<file path="src/hw/apmfc_pkg.sv">
package apmfc_pkg;
	// clock and timing
	localparam int CLK_PERIOD_PS       = 4000;
	localparam int PARTIAL_WAKE_NS     = 200;
	localparam int PARTIAL_WAKE_CYCLES = (PARTIAL_WAKE_NS * 1000 + CLK_PERIOD_PS - 1) / CLK_PERIOD_PS;
	localparam int DEEP_WAKE_MS        = 6;
	localparam longint DEEP_WAKE_PS    = longint'(DEEP_WAKE_MS) * 1000000000;
	localparam int DEEP_WAKE_CYCLES    = int'((DEEP_WAKE_PS + CLK_PERIOD_PS - 1) / CLK_PERIOD_PS);
	localparam int WAKE_W              = 21;

	// frame layout, counted in serial clock falling edges since the select fall
	localparam int FCNT_W                  = 6;
	localparam logic [FCNT_W-1:0] FALLS_PD_MIN = 6'h02;
	localparam logic [FCNT_W-1:0] FALLS_AWAKE  = 6'h0A;
	localparam logic [FCNT_W-1:0] FALLS_TRACK  = 6'h0D;
	localparam logic [FCNT_W-1:0] OWN_FIRST    = 6'h02;
	localparam logic [FCNT_W-1:0] OWN_LAST     = 6'h0D;
	localparam logic [FCNT_W-1:0] OTHER_FIRST  = 6'h12;
	localparam logic [FCNT_W-1:0] OTHER_LAST   = 6'h1D;
	localparam logic [FCNT_W-1:0] FALLS_FRAME  = 6'h20;

	// result word and buffer
	localparam int RES_W      = 12;
	localparam int WORD_W     = 2 * RES_W;
	localparam int FIFO_DEPTH = 8;

	typedef enum logic [1:0] {
		APMFC_NORMAL,
		APMFC_PARTIAL,
		APMFC_FULL
	} apmfc_mode_type;
endpackage : apmfc_pkg

</file>
<file path="src/hw/apmfc_top.sv">
module apmfc_top
	import apmfc_pkg::*;
#(
	parameter int DEEP_WAKE_CYCLES = apmfc_pkg::DEEP_WAKE_CYCLES,
	parameter int FIFO_DEPTH       = apmfc_pkg::FIFO_DEPTH
) (
	input  wire logic                       mclk,
	input  wire logic                       sys_rst,
	input  wire logic                       clk_en,
	input  wire logic                       cs_n_pin,
	input  wire logic                       sclk_pin,
	input  wire logic                       sample_valid,
	input  wire logic [apmfc_pkg::RES_W-1:0] sample_a,
	input  wire logic [apmfc_pkg::RES_W-1:0] sample_b,
	output logic                            sample_ready,
	output logic                            conv_out_a,
	output logic                            conv_out_a_oe,
	output logic                            conv_out_b,
	output logic                            conv_out_b_oe,
	output apmfc_pkg::apmfc_mode_type       power_mode,
	output logic                            analog_pwr,
	output logic                            ref_pwr,
	output logic                            analog_ready,
	output logic                            track_mode
);
	import apmfc_pkg::*;

	localparam logic [WAKE_W-1:0] PART_LOAD = WAKE_W'(PARTIAL_WAKE_CYCLES);
	localparam logic [WAKE_W-1:0] DEEP_LOAD = WAKE_W'(DEEP_WAKE_CYCLES);

	// pin sampling and edges
	logic cs_n_s, sclk_s;
	logic cs_prev_q, cs_prev_d, sclk_prev_q, sclk_prev_d;
	logic cs_fall, cs_rise, sclk_fall, sclk_rise;

	apmfc_sync #(.RST_VAL(1'b1)) u_sync_cs (
		.mclk    (mclk),
		.sys_rst (sys_rst),
		.clk_en  (clk_en),
		.din     (cs_n_pin),
		.dout    (cs_n_s)
	);

	apmfc_sync #(.RST_VAL(1'b0)) u_sync_sclk (
		.mclk    (mclk),
		.sys_rst (sys_rst),
		.clk_en  (clk_en),
		.din     (sclk_pin),
		.dout    (sclk_s)
	);

	always_comb begin
		cs_prev_d   = cs_n_s;
		sclk_prev_d = sclk_s;
		cs_fall     = cs_prev_q && !cs_n_s;
		cs_rise     = !cs_prev_q && cs_n_s;
		sclk_fall   = sclk_prev_q && !sclk_s;
		sclk_rise   = !sclk_prev_q && sclk_s;
	end

	always_ff @(posedge mclk) begin
		if (sys_rst) begin
			cs_prev_q   <= 1'b1;
			sclk_prev_q <= 1'b0;
		end else if (clk_en) begin
			cs_prev_q   <= cs_prev_d;
			sclk_prev_q <= sclk_prev_d;
		end
	end

	// result buffer: a frame that finds it empty shifts zeros
	logic              fifo_valid, fifo_pop;
	logic [WORD_W-1:0] fifo_data;

	apmfc_fifo #(.WIDTH(WORD_W), .DEPTH(FIFO_DEPTH)) u_fifo (
		.mclk     (mclk),
		.sys_rst  (sys_rst),
		.clk_en   (clk_en),
		.wr_valid (sample_valid),
		.wr_ready (sample_ready),
		.wr_data  ({sample_a, sample_b}),
		.rd_valid (fifo_valid),
		.rd_ready (fifo_pop),
		.rd_data  (fifo_data)
	);

	// frame shifter
	logic [FCNT_W-1:0] cnt_q, cnt_d, cnt_inc;
	logic              active_q, active_d;
	logic [RES_W-1:0]  res_a_q, res_a_d, res_b_q, res_b_d;
	logic              out_a_d, out_b_d, oe_d;

	function automatic logic bit_at(input logic [FCNT_W-1:0] n,
			input logic [RES_W-1:0] own, input logic [RES_W-1:0] other);
		logic b;
		b = 1'b0;
		if (n >= OWN_FIRST && n <= OWN_LAST) begin
			b = own[4'(OWN_LAST - n)];
		end else if (n >= OTHER_FIRST && n <= OTHER_LAST) begin
			b = other[4'(OTHER_LAST - n)];
		end
		return b;
	endfunction : bit_at

	always_comb begin
		cnt_inc  = cnt_q + 6'h01;
		cnt_d    = cnt_q;
		active_d = active_q;
		res_a_d  = res_a_q;
		res_b_d  = res_b_q;
		out_a_d  = conv_out_a;
		out_b_d  = conv_out_b;
		oe_d     = conv_out_a_oe;
		fifo_pop = 1'b0;
		if (cs_rise) begin
			active_d = 1'b0;
			oe_d     = 1'b0;
			out_a_d  = 1'b0;
			out_b_d  = 1'b0;
		end else if (cs_fall) begin
			active_d = 1'b1;
			cnt_d    = '0;
			oe_d     = 1'b1;
			out_a_d  = 1'b0;
			out_b_d  = 1'b0;
			fifo_pop = fifo_valid;
			res_a_d  = fifo_valid ? fifo_data[WORD_W-1:RES_W] : '0;
			res_b_d  = fifo_valid ? fifo_data[RES_W-1:0] : '0;
		end else if (sclk_fall && !cs_prev_q) begin
			if (cnt_q != FALLS_FRAME) begin
				cnt_d = cnt_inc;
			end
			if (active_q) begin
				// zeros fall out of bit_at at 0,1,14..17,30,31
				out_a_d = bit_at(cnt_inc, res_a_q, res_b_q);
				out_b_d = bit_at(cnt_inc, res_b_q, res_a_q);
				if (cnt_inc == FALLS_FRAME) begin
					active_d = 1'b0;
					oe_d     = 1'b0;
					out_a_d  = 1'b0;
					out_b_d  = 1'b0;
				end
			end
		end
	end

	always_ff @(posedge mclk) begin
		if (sys_rst) begin
			cnt_q         <= '0;
			active_q      <= 1'b0;
			res_a_q       <= '0;
			res_b_q       <= '0;
			conv_out_a    <= 1'b0;
			conv_out_b    <= 1'b0;
			conv_out_a_oe <= 1'b0;
			conv_out_b_oe <= 1'b0;
		end else if (clk_en) begin
			cnt_q         <= cnt_d;
			active_q      <= active_d;
			res_a_q       <= res_a_d;
			res_b_q       <= res_b_d;
			conv_out_a    <= out_a_d;
			conv_out_b    <= out_b_d;
			conv_out_a_oe <= oe_d;
			conv_out_b_oe <= oe_d;
		end
	end

	// power mode and wake timing
	apmfc_mode_type    mode_d;
	logic              analog_d, ref_d, ready_d, track_d;
	logic              waking_q, waking_d;
	logic [WAKE_W-1:0] wake_q, wake_d;

	always_comb begin
		mode_d   = power_mode;
		analog_d = analog_pwr;
		ref_d    = ref_pwr;
		ready_d  = analog_ready;
		track_d  = track_mode;
		waking_d = waking_q;
		wake_d   = wake_q;
		if (wake_q != '0) begin
			wake_d = wake_q - 1'b1;
			if (wake_q == 21'h000001) begin
				ready_d = 1'b1;
			end
		end
		if (cs_fall) begin
			track_d = 1'b0;
			if (power_mode != APMFC_NORMAL) begin
				analog_d = 1'b1;
				ref_d    = 1'b1;
				ready_d  = 1'b0;
				wake_d   = (power_mode == APMFC_PARTIAL) ? PART_LOAD : DEEP_LOAD;
				waking_d = power_mode == APMFC_PARTIAL;
			end
		end else if (cs_rise) begin
			waking_d = 1'b0;
			if (cnt_q < FALLS_PD_MIN) begin
				if (power_mode != APMFC_NORMAL) begin
					// wake started at the fall is dropped; mode unchanged
					analog_d = 1'b0;
					ref_d    = power_mode == APMFC_PARTIAL;
					ready_d  = 1'b0;
					wake_d   = '0;
					track_d  = 1'b0;
				end else begin
					track_d = 1'b1;
				end
			end else if (cnt_q < FALLS_AWAKE) begin
				mode_d   = (power_mode == APMFC_NORMAL) ? APMFC_PARTIAL : APMFC_FULL;
				analog_d = 1'b0;
				ref_d    = power_mode == APMFC_NORMAL;
				ready_d  = 1'b0;
				wake_d   = '0;
				track_d  = 1'b0;
			end else begin
				// wake counter keeps running if a power-up is still under way
				mode_d  = APMFC_NORMAL;
				track_d = 1'b1;
			end
		end else if (!cs_prev_q && !track_mode) begin
			if (waking_q && (sclk_fall || sclk_rise)) begin
				track_d = 1'b1;
			end else if (sclk_rise && cnt_q >= FALLS_TRACK) begin
				track_d = 1'b1;
			end
		end
	end

	// supply-on mode is undetermined; full power-down is the safe assumption
	always_ff @(posedge mclk) begin
		if (sys_rst) begin
			power_mode   <= APMFC_FULL;
			analog_pwr   <= 1'b0;
			ref_pwr      <= 1'b0;
			analog_ready <= 1'b0;
			track_mode   <= 1'b0;
			waking_q     <= 1'b0;
			wake_q       <= '0;
		end else if (clk_en) begin
			power_mode   <= mode_d;
			analog_pwr   <= analog_d;
			ref_pwr      <= ref_d;
			analog_ready <= ready_d;
			track_mode   <= track_d;
			waking_q     <= waking_d;
			wake_q       <= wake_d;
		end
	end
endmodule : apmfc_top

</file>
<file path="src/hw/apmfc_sync.sv">
module apmfc_sync #(
	parameter logic RST_VAL = 1'b0
) (
	input  wire logic mclk,
	input  wire logic sys_rst,
	input  wire logic clk_en,
	input  wire logic din,
	output logic      dout
);
	logic meta_q;
	logic meta_d;
	logic dout_d;

	always_comb begin
		meta_d = din;
		dout_d = meta_q;
	end

	// first stage feeds only the second stage
	always_ff @(posedge mclk) begin
		if (sys_rst) begin
			meta_q <= RST_VAL;
			dout   <= RST_VAL;
		end else if (clk_en) begin
			meta_q <= meta_d;
			dout   <= dout_d;
		end
	end
endmodule : apmfc_sync

</file>
<file path="src/hw/apmfc_fifo.sv">
module apmfc_fifo #(
	parameter int WIDTH = 24,
	parameter int DEPTH = 8
) (
	input  wire logic             mclk,
	input  wire logic             sys_rst,
	input  wire logic             clk_en,
	input  wire logic             wr_valid,
	output logic                  wr_ready,
	input  wire logic [WIDTH-1:0] wr_data,
	output logic                  rd_valid,
	input  wire logic             rd_ready,
	output logic      [WIDTH-1:0] rd_data
);
	localparam int PW = $clog2(DEPTH);
	localparam logic [PW:0] FULL_CNT = (PW+1)'(DEPTH);

	logic [WIDTH-1:0] mem_q [DEPTH];
	logic [PW-1:0]    wp_q, wp_d, rp_q, rp_d;
	logic [PW:0]      cnt_q, cnt_d;
	logic             wr_ready_d, rd_valid_d;
	logic             do_wr, do_rd;

	always_comb begin
		do_wr      = wr_valid && wr_ready;
		do_rd      = rd_valid && rd_ready;
		wp_d       = do_wr ? PW'((wp_q + 1'b1) % DEPTH) : wp_q;
		rp_d       = do_rd ? PW'((rp_q + 1'b1) % DEPTH) : rp_q;
		cnt_d      = cnt_q + (PW+1)'(do_wr) - (PW+1)'(do_rd);
		wr_ready_d = cnt_d != FULL_CNT;
		rd_valid_d = cnt_d != '0;
		rd_data    = mem_q[rp_q];
	end

	always_ff @(posedge mclk) begin
		if (sys_rst) begin
			wp_q     <= '0;
			rp_q     <= '0;
			cnt_q    <= '0;
			wr_ready <= 1'b1;
			rd_valid <= 1'b0;
		end else if (clk_en) begin
			wp_q     <= wp_d;
			rp_q     <= rp_d;
			cnt_q    <= cnt_d;
			wr_ready <= wr_ready_d;
			rd_valid <= rd_valid_d;
		end
	end

	always_ff @(posedge mclk) begin
		if (clk_en && do_wr) begin
			mem_q[wp_q] <= wr_data;
		end
	end
endmodule : apmfc_fifo

</file>
<file path="config.mk">
export PLATFORM = sky130hd
export DESIGN_NAME = apmfc_top
export DESIGN_NICKNAME = d
export VERILOG_FILES = /design/src/hw/apmfc_pkg.sv /design/src/hw/apmfc_top.sv /design/src/hw/apmfc_sync.sv /design/src/hw/apmfc_fifo.sv
export SDC_FILE = /design/constraint.sdc
export NUM_CORES = 1
export LEC_CHECK = 0
export ABC_AREA = 1
export ABC_CLOCK_PERIOD_IN_PS = 2350
export BUFFER_PORTS_ARGS = -buffer_cell sky130_fd_sc_hd__buf_2
export CORE_ASPECT_RATIO = 1.1
export CORE_UTILIZATION = 41
export CTS_BUF_LIST = sky130_fd_sc_hd__clkbuf_4 sky130_fd_sc_hd__clkbuf_8
export DETAILED_ROUTE_END_ITERATION = 16
export SYNTH_ARGS = -nofsm -noshare
export SYNTH_HDL_FRONTEND = slang
export SYNTH_HIERARCHICAL = 1
export SYNTH_SLANG_ARGS = --single-unit
export TNS_END_PERCENT = 5
</file>
<file path="constraint.sdc">
create_clock -name mclk -period 2.35 [get_ports mclk]
set_input_delay 0.1175 -clock mclk [delete_from_list [all_inputs] [get_ports mclk]]
set_output_delay 0.1175 -clock mclk [all_outputs]
set_load 0.01 [all_outputs]
</file>
# == After elaboration in Yosys (flattened, before gate mapping) ==
# Memories as Yosys holds them, arrays and structs flattened. A register that Yosys moved wholly into a read port is not among the register bits.
# Index checks and enable logic that the tools add are counted.
# W data, S select, Z words.
# totals
mem_bits_rw,192
word_cells,177
register_bits,80
mem_count,1
output_inout_bits,11
# mem_list
name,depth,word_bits,read_ports,rd_clocked_by_memory_dff,write_ports,line,text
u_fifo.mem_q,8,24,1,1,1,apmfc_fifo.sv:18,logic [WIDTH-1:0] mem_q [DEPTH];
# classes
bitwise,3
reduce_logical,43
add_sub_neg,8
mux,81
eq_ne,7
magnitude_cmp,9
# op_table
cell,n
$mux W21,8
$mux W1,60
$mux W12,2
$eq A21 B1 Y1 const B,1
$reduce_bool A21 Y1,1
$sub A21 B1 Y21 const B,1
$mux W6,3
$bmux W1 S4,4
$reduce_bool A3 Y1,5
$logic_and A1 B1 Y1,13
$reduce_and A3 Y1,4
$reduce_and A4 Y1,3
$lt A4 B5 Y1 const B,2
$reduce_bool A2 Y1,4
$reduce_bool A4 Y1,2
$sub A4 B4 Y4 const A,2
$add A3 B1 Y3 const B,2
$add A6 B1 Y6 const B,1
$eq A6 B6 Y1 const B,1
$ge A6 B2 Y1 const B,1
$ge A6 B4 Y1 const B,1
$ge A6 B5 Y1 const B,1
$le A6 B4 Y1 const B,1
$le A6 B5 Y1 const B,1
other kinds (17),27

# == Logic depth before layout (Yosys ltp) ==
# depth
word_depth,11
depth_mapped,16
ltp_nobuf,16

# == By module ==
# The synthesis kept the hierarchy.
# modules_own_cells
mod,n_inst,cells_each,area_each_um2
apmfc_fifo,1,653,8214.1
apmfc_top,1,605,3895.0
apmfc_sync at u_sync_sclk,1,13,81.3
apmfc_sync at u_sync_cs,1,10,72.6

# == Worst setup path after synthesis ==
# Ideal clock, no wire load.
# synth_path
kind,reg-to-reg
start,register u_sync_cs.dout
end,register u_fifo.wr_ready
required_time_ns,2.226
stages_incl_launch_ff,15
setup_ns,0.124
slack_ns,-0.033
arrival_ns,2.259
path_cell_list,dfxtp_1 > inv_1 > ha_1 > inv_1 > nor3_1 > nand2_1 > inv_1 > ha_1 > inv_1 > ha_1 > inv_1 > fa_1 > nand4_1 > mux2i_1 > nand3_1
# synth_between
elab_chain_len,7
# synth_rtl
item,line,text
start: declaration,apmfc_sync.sv:8,output logic dout
start signal: assignment,apmfc_sync.sv:26,dout <= dout_d;
$logic_not A1 Y1,apmfc_top.sv:55,cs_fall = cs_prev_q && !cs_n_s;
$logic_and A1 B1 Y1,apmfc_top.sv:55,
$mux W1,apmfc_top.sv:120,end else if (cs_fall) begin
$mux W1 (*),apmfc_top.sv:115,if (cs_rise) begin
net fifo_pop,apmfc_top.sv:72,"logic fifo_valid, fifo_pop;"
$logic_and A1 B1 Y1 (*),apmfc_fifo.sv:26,do_rd = rd_valid && rd_ready;
$sub A4 B1 Y4 (*),apmfc_fifo.sv:29,cnt_d = cnt_q + (PW+1)'(do_wr) - (PW+1)'(do_rd);
$ne A4 B4 Y1 (*),apmfc_fifo.sv:30,wr_ready_d = cnt_d != FULL_CNT;
end signal: assignment,apmfc_fifo.sv:46,wr_ready <= wr_ready_d;
end: declaration,apmfc_fifo.sv:9,"output logic wr_ready,"
# Mark *: on every way through the listed nets, which the timed path passes. The rest lies on a longest branch.
# A chain may end at the register's enable or synchronous reset.

# == Final worst setup path ==
# layout_path
start,register cs_prev_q
end,register u_fifo.wr_ready
# layout_between
elab_chain_len,6
# layout_rtl
item,line,text
start: declaration,apmfc_top.sv:33,"logic cs_prev_q, cs_prev_d, sclk_prev_q, sclk_prev_d;"
start signal: assignment,apmfc_top.sv:66,cs_prev_q <= cs_prev_d;
$logic_and A1 B1 Y1 or $logic_not A1 Y1 (tied branches),"apmfc_top.sv:55, apmfc_top.sv:56",
$mux W1 or $logic_and A1 B1 Y1 (tied branches),"apmfc_top.sv:120, apmfc_top.sv:56",
$mux W1 (*),apmfc_top.sv:115,
net fifo_pop,apmfc_top.sv:72,
$logic_and A1 B1 Y1 (*),apmfc_fifo.sv:26,
$sub A4 B1 Y4 (*),apmfc_fifo.sv:29,
$ne A4 B4 Y1 (*),apmfc_fifo.sv:30,
# Marked as above.

==> results.md <==
- Hold Vio Cnt, Final: 0
- Post-route DRC: 0
- Total track usage: a little under a fifth
- Full die area: roughly 31000 um^2
- Share of cells above drive strength 1: 15.7%
- Slowest Stage Delay on Critical Path: 0.53 ns
- DR vias/cell: 5.05
- Post-Synthesis Cell Area: 12300 um^2
- First-pass GRT wire length: 45100 um
- Synth Flop Type: edfxtp_1
- Setup Slack @ Placement: -0.0915 ns
- Die Width: 167 um
- Mean Syn Cell Area: 9.57 um^2
- TritonCTS clock tree: built
- Number of cell rows: 66
- PwrDens: 774 nW/um^2
- Slew @ Worst Pin: between 0.6 and 0.7 ns
- Critical Path Source: cs_prev_q
- Core area: 29500 um^2
- Initial Utilization: 41.6%
- R2R depth: 13
- Placed Instance Area: 12900 um^2
- Critical-path cell with the highest stage delay: fa_2
- Router iterations before antenna repair: 7
- Clock Latency Late Sink: 0.58 ns
- CP Cell Sequence: inv_4 -> ha_4 -> nor3_2 -> nand2_1 -> inv_2 -> ha_4 -> inv_2 -> ha_4 -> inv_2 -> fa_2 -> nand4_1 -> mux2i_1 -> nand3_1
- Detailed Route WL: 27700 um
- Skew final: 0.0300 ns
- Crit path to: u_fifo/wr_ready
- Largest net degree at the start of global routing: 75
- Routed wl met3: roughly 1100 um
- Num ports: 41
- Max H-tree Level: 2
- Crit start category: register
- Syn-to-layout area delta: 16.9%
- Final min period: approximately 2.3 ns
- Number of global-route vias before repair: 8861
- Worst R2R Start: cs_prev_q
- FF+latch count, synth: 275
- Asr flop ratio synth: 0%
- Worst R2R Setup Slack: between 0.015 and 0.02 ns
- Synth warn: 6
- Max FO, Critical Path: 3
- Relative slew slack: 55.0%
- Antenna viol nets, final: 0
- Die Ht: 183 um
- Post-DP HPWL: roughly 16000 um
- Period utilization: between 90% and 100%
- GRT overflow: 0
- Num CTS Buffers: 47
- Setup ws final: 0.0184 ns
- Fmax: 0.429 GHz
- Final nets: roughly 1400
- Antenna cells: 0
- R2R Path End: u_fifo/wr_ready
- VDD IR max: approximately 0.44 mV
- Power, Total: roughly 11 mW
- GP Congestion: 0.880
- Starting DRT DRC Count: 528
- Status: finished clean
- Mean routed wirelength per cell: between 15 and 20 um
- Vias: 9048
- Nature of the critical path endpoint: register
- Leak: 5.43 nW
- Longest Clk Path Bufs: 3
- CTS sink cnt: roughly 280
- Clock Pin Slew Worst Setup and Hold Paths: 0.06 ns
- Mapped Cells: 1281
- Sequential share of the synthesized area: 60.6%
- WL met2: 13400 um
- RSZ-0062 raised after global routing: yes
- Slew Viols, Final: 0
- CTS root buf: clkbuf_8
- Synth unique cells: 45
- Max-cap viol count: 0
- CP arrival: between 2 and 3 ns
- Setup violators final: 0
- PortBufs: 40
- EDFF count, synth: about 190
- WS Path Type: reg2reg
- Max Used Layer: met4
- CP required: 2.78 ns
- M1 wire length: 12600 um
- Finished Cell Area: 14300 um^2
- Syn_nets: 1331
- Hold WC Path Type: in2reg
- Initial antenna violation count: 0
-- per-layer routing --
metal	GRT usage, %	vias up
met5	0	-
met4	6.56	0
met3	3.17	51
met2	32.1	168
met1	23.1	4263
li1	-	4566
-- what timing repair did --
action / 4_1_cts / 5_1_grt
hold buffers: 29 / 0
setup buffers: 5 / 2
pin swaps: 7 / 4
endpoints found under the hold margin: 209 / 0
resized for setup: 9 / 10
setup endpoints to repair: 2 / 5
-- kinds of logic (layout without fill, tap and decap cells) --
family,after synthesis,after routing,synth area share (%)
AOI/OAI and AO/OA,246,246,10.9
and+or+nand+nor,582,582,19.9
muxes,1,1,0.0816
buffers and inverters,147,284,5.81
DFF,275,275,60.6
xor gates and xnor gates,10,10,0.714
adders and majority gates,20,20,2.10
-- cell usage after synthesis (5+ instances only) --
master	n	share of area, %
nand3_1	46	1.9
nor3_1	9	0.37
o21ai_1	16	0.65
dfxtp_1	83	14
buf_4	8	0.49
ha_1	19	1.9
buf_2	20	0.82
nand2_1	282	8.6
edfxtp_1	192	47
nor2_1	187	5.7
a21oi_1	64	2.6
clkbuf_1	17	0.52
inv_1	80	2.4
o21ai_0	107	4.4
buf_6	9	0.83
xnor2_1	6	0.43
o22ai_1	48	2.4
nand4_1	23	1.2
nand2_2	10	0.51
nor2_2	12	0.61
clkbuf_2	5	0.20
-- cell type report --
type | count | area [um^2]
Fill cell | 2787 | 15100
Sequential cell | 275 | 7440
Multi-Input combinational cell | 859 | 4200
Timing Repair Buffer | 113 | 908
Clock buffer | 62 | 766
Tap cell | 374 | 468
Inverter | 85 | 329
Clock inverter | 24 | 226
-- flip-flops by register name, summed over array words and instances, names as in the netlist, 2 cells and up, named ones only --
signal,flops
u_fifo/rp_q,3
res_a_q,12
cnt_q,6
wake_q,21
u_fifo/wp_q,3
res_b_q,12
power_mode,2
u_fifo/mem_q,192
u_fifo/cnt_q,4
-- report_power, final --
part	leakage (nW)	internal [mW]	switching [mW]	total (mW)
registers	2.41	5.31	0.103	5.41
logic	2.49	0.433	0.758	1.19
clock network	0.528	2.58	1.91	4.49
total	5.43	8.32	2.77	11.1
-- metrics by stage --
step | setup TNS (ns) | cells | utilization, % | hold WS, ns
finish | 0 | 1792 | 48.6 | 0.331
global route | -0.0536 | 1792 | 48.6 | 0.348
CTS | -0.00217 | 1790 | 48.4 | 0.303
detailed placement | -0.104 | 1670 | 43.9 | 0.348
global placement | -0.0151 | 1670 | 43.9 | 0.340
floorplan | 0 | 1281 | - | 0.187
-- cells in the final DEF (no fill, tap or decap), types with 2 or more instances in the layout --
cell type,count
nand2_1,282
edfxtp_1,192
nor2_1,179
o21ai_0,107
dfxtp_1,79
inv_1,74
a21oi_1,64
clkbuf_8,48
o22ai_1,48
nand3_1,46
buf_2,40
buf_4,37
dlygate4sd3_1,29
nand4_1,23
nor2_2,20
o21ai_1,16
ha_1,15
clkbuf_4,14
nand2_2,10
clkinv_2,9
clkinv_1,9
inv_2,8
nor3_1,8
buf_12,7
xnor2_1,6
xor2_1,4
ha_4,4
bufinv_16,4
nor2_4,3
inv_4,2
nand3_2,2
nand2_4,2
o211ai_1,2
nand3b_1,2
a31oi_1,2
dfxtp_2,2
dfxtp_4,2
-- critical path: cells and delay by family, from the launching register on --
kind	cells	cell delay, ns
adders and majority gates	4	0.99
buffers and inverters	4	0.20
DFF	1	0.38
muxes	1	0.19
and+or+nand+nor	4	0.44
-- worst min-delay path by stage --
stage	depth (start not counted)	start	slack, ns	end
global route	2	sample_b[10]	0.35	u_fifo/mem_q[0][10]
CTS	4	cs_n_pin	0.30	u_sync_cs/dout_d
global placement	3	cs_n_pin	0.34	u_sync_cs/dout_d
floorplan	1	sys_rst	0.19	u_fifo/wp_q[0]
finish	4	cs_n_pin	0.33	u_sync_cs/dout_d
detailed placement	3	cs_n_pin	0.35	u_sync_cs/dout_d
(Power assumes the default switching activity.)
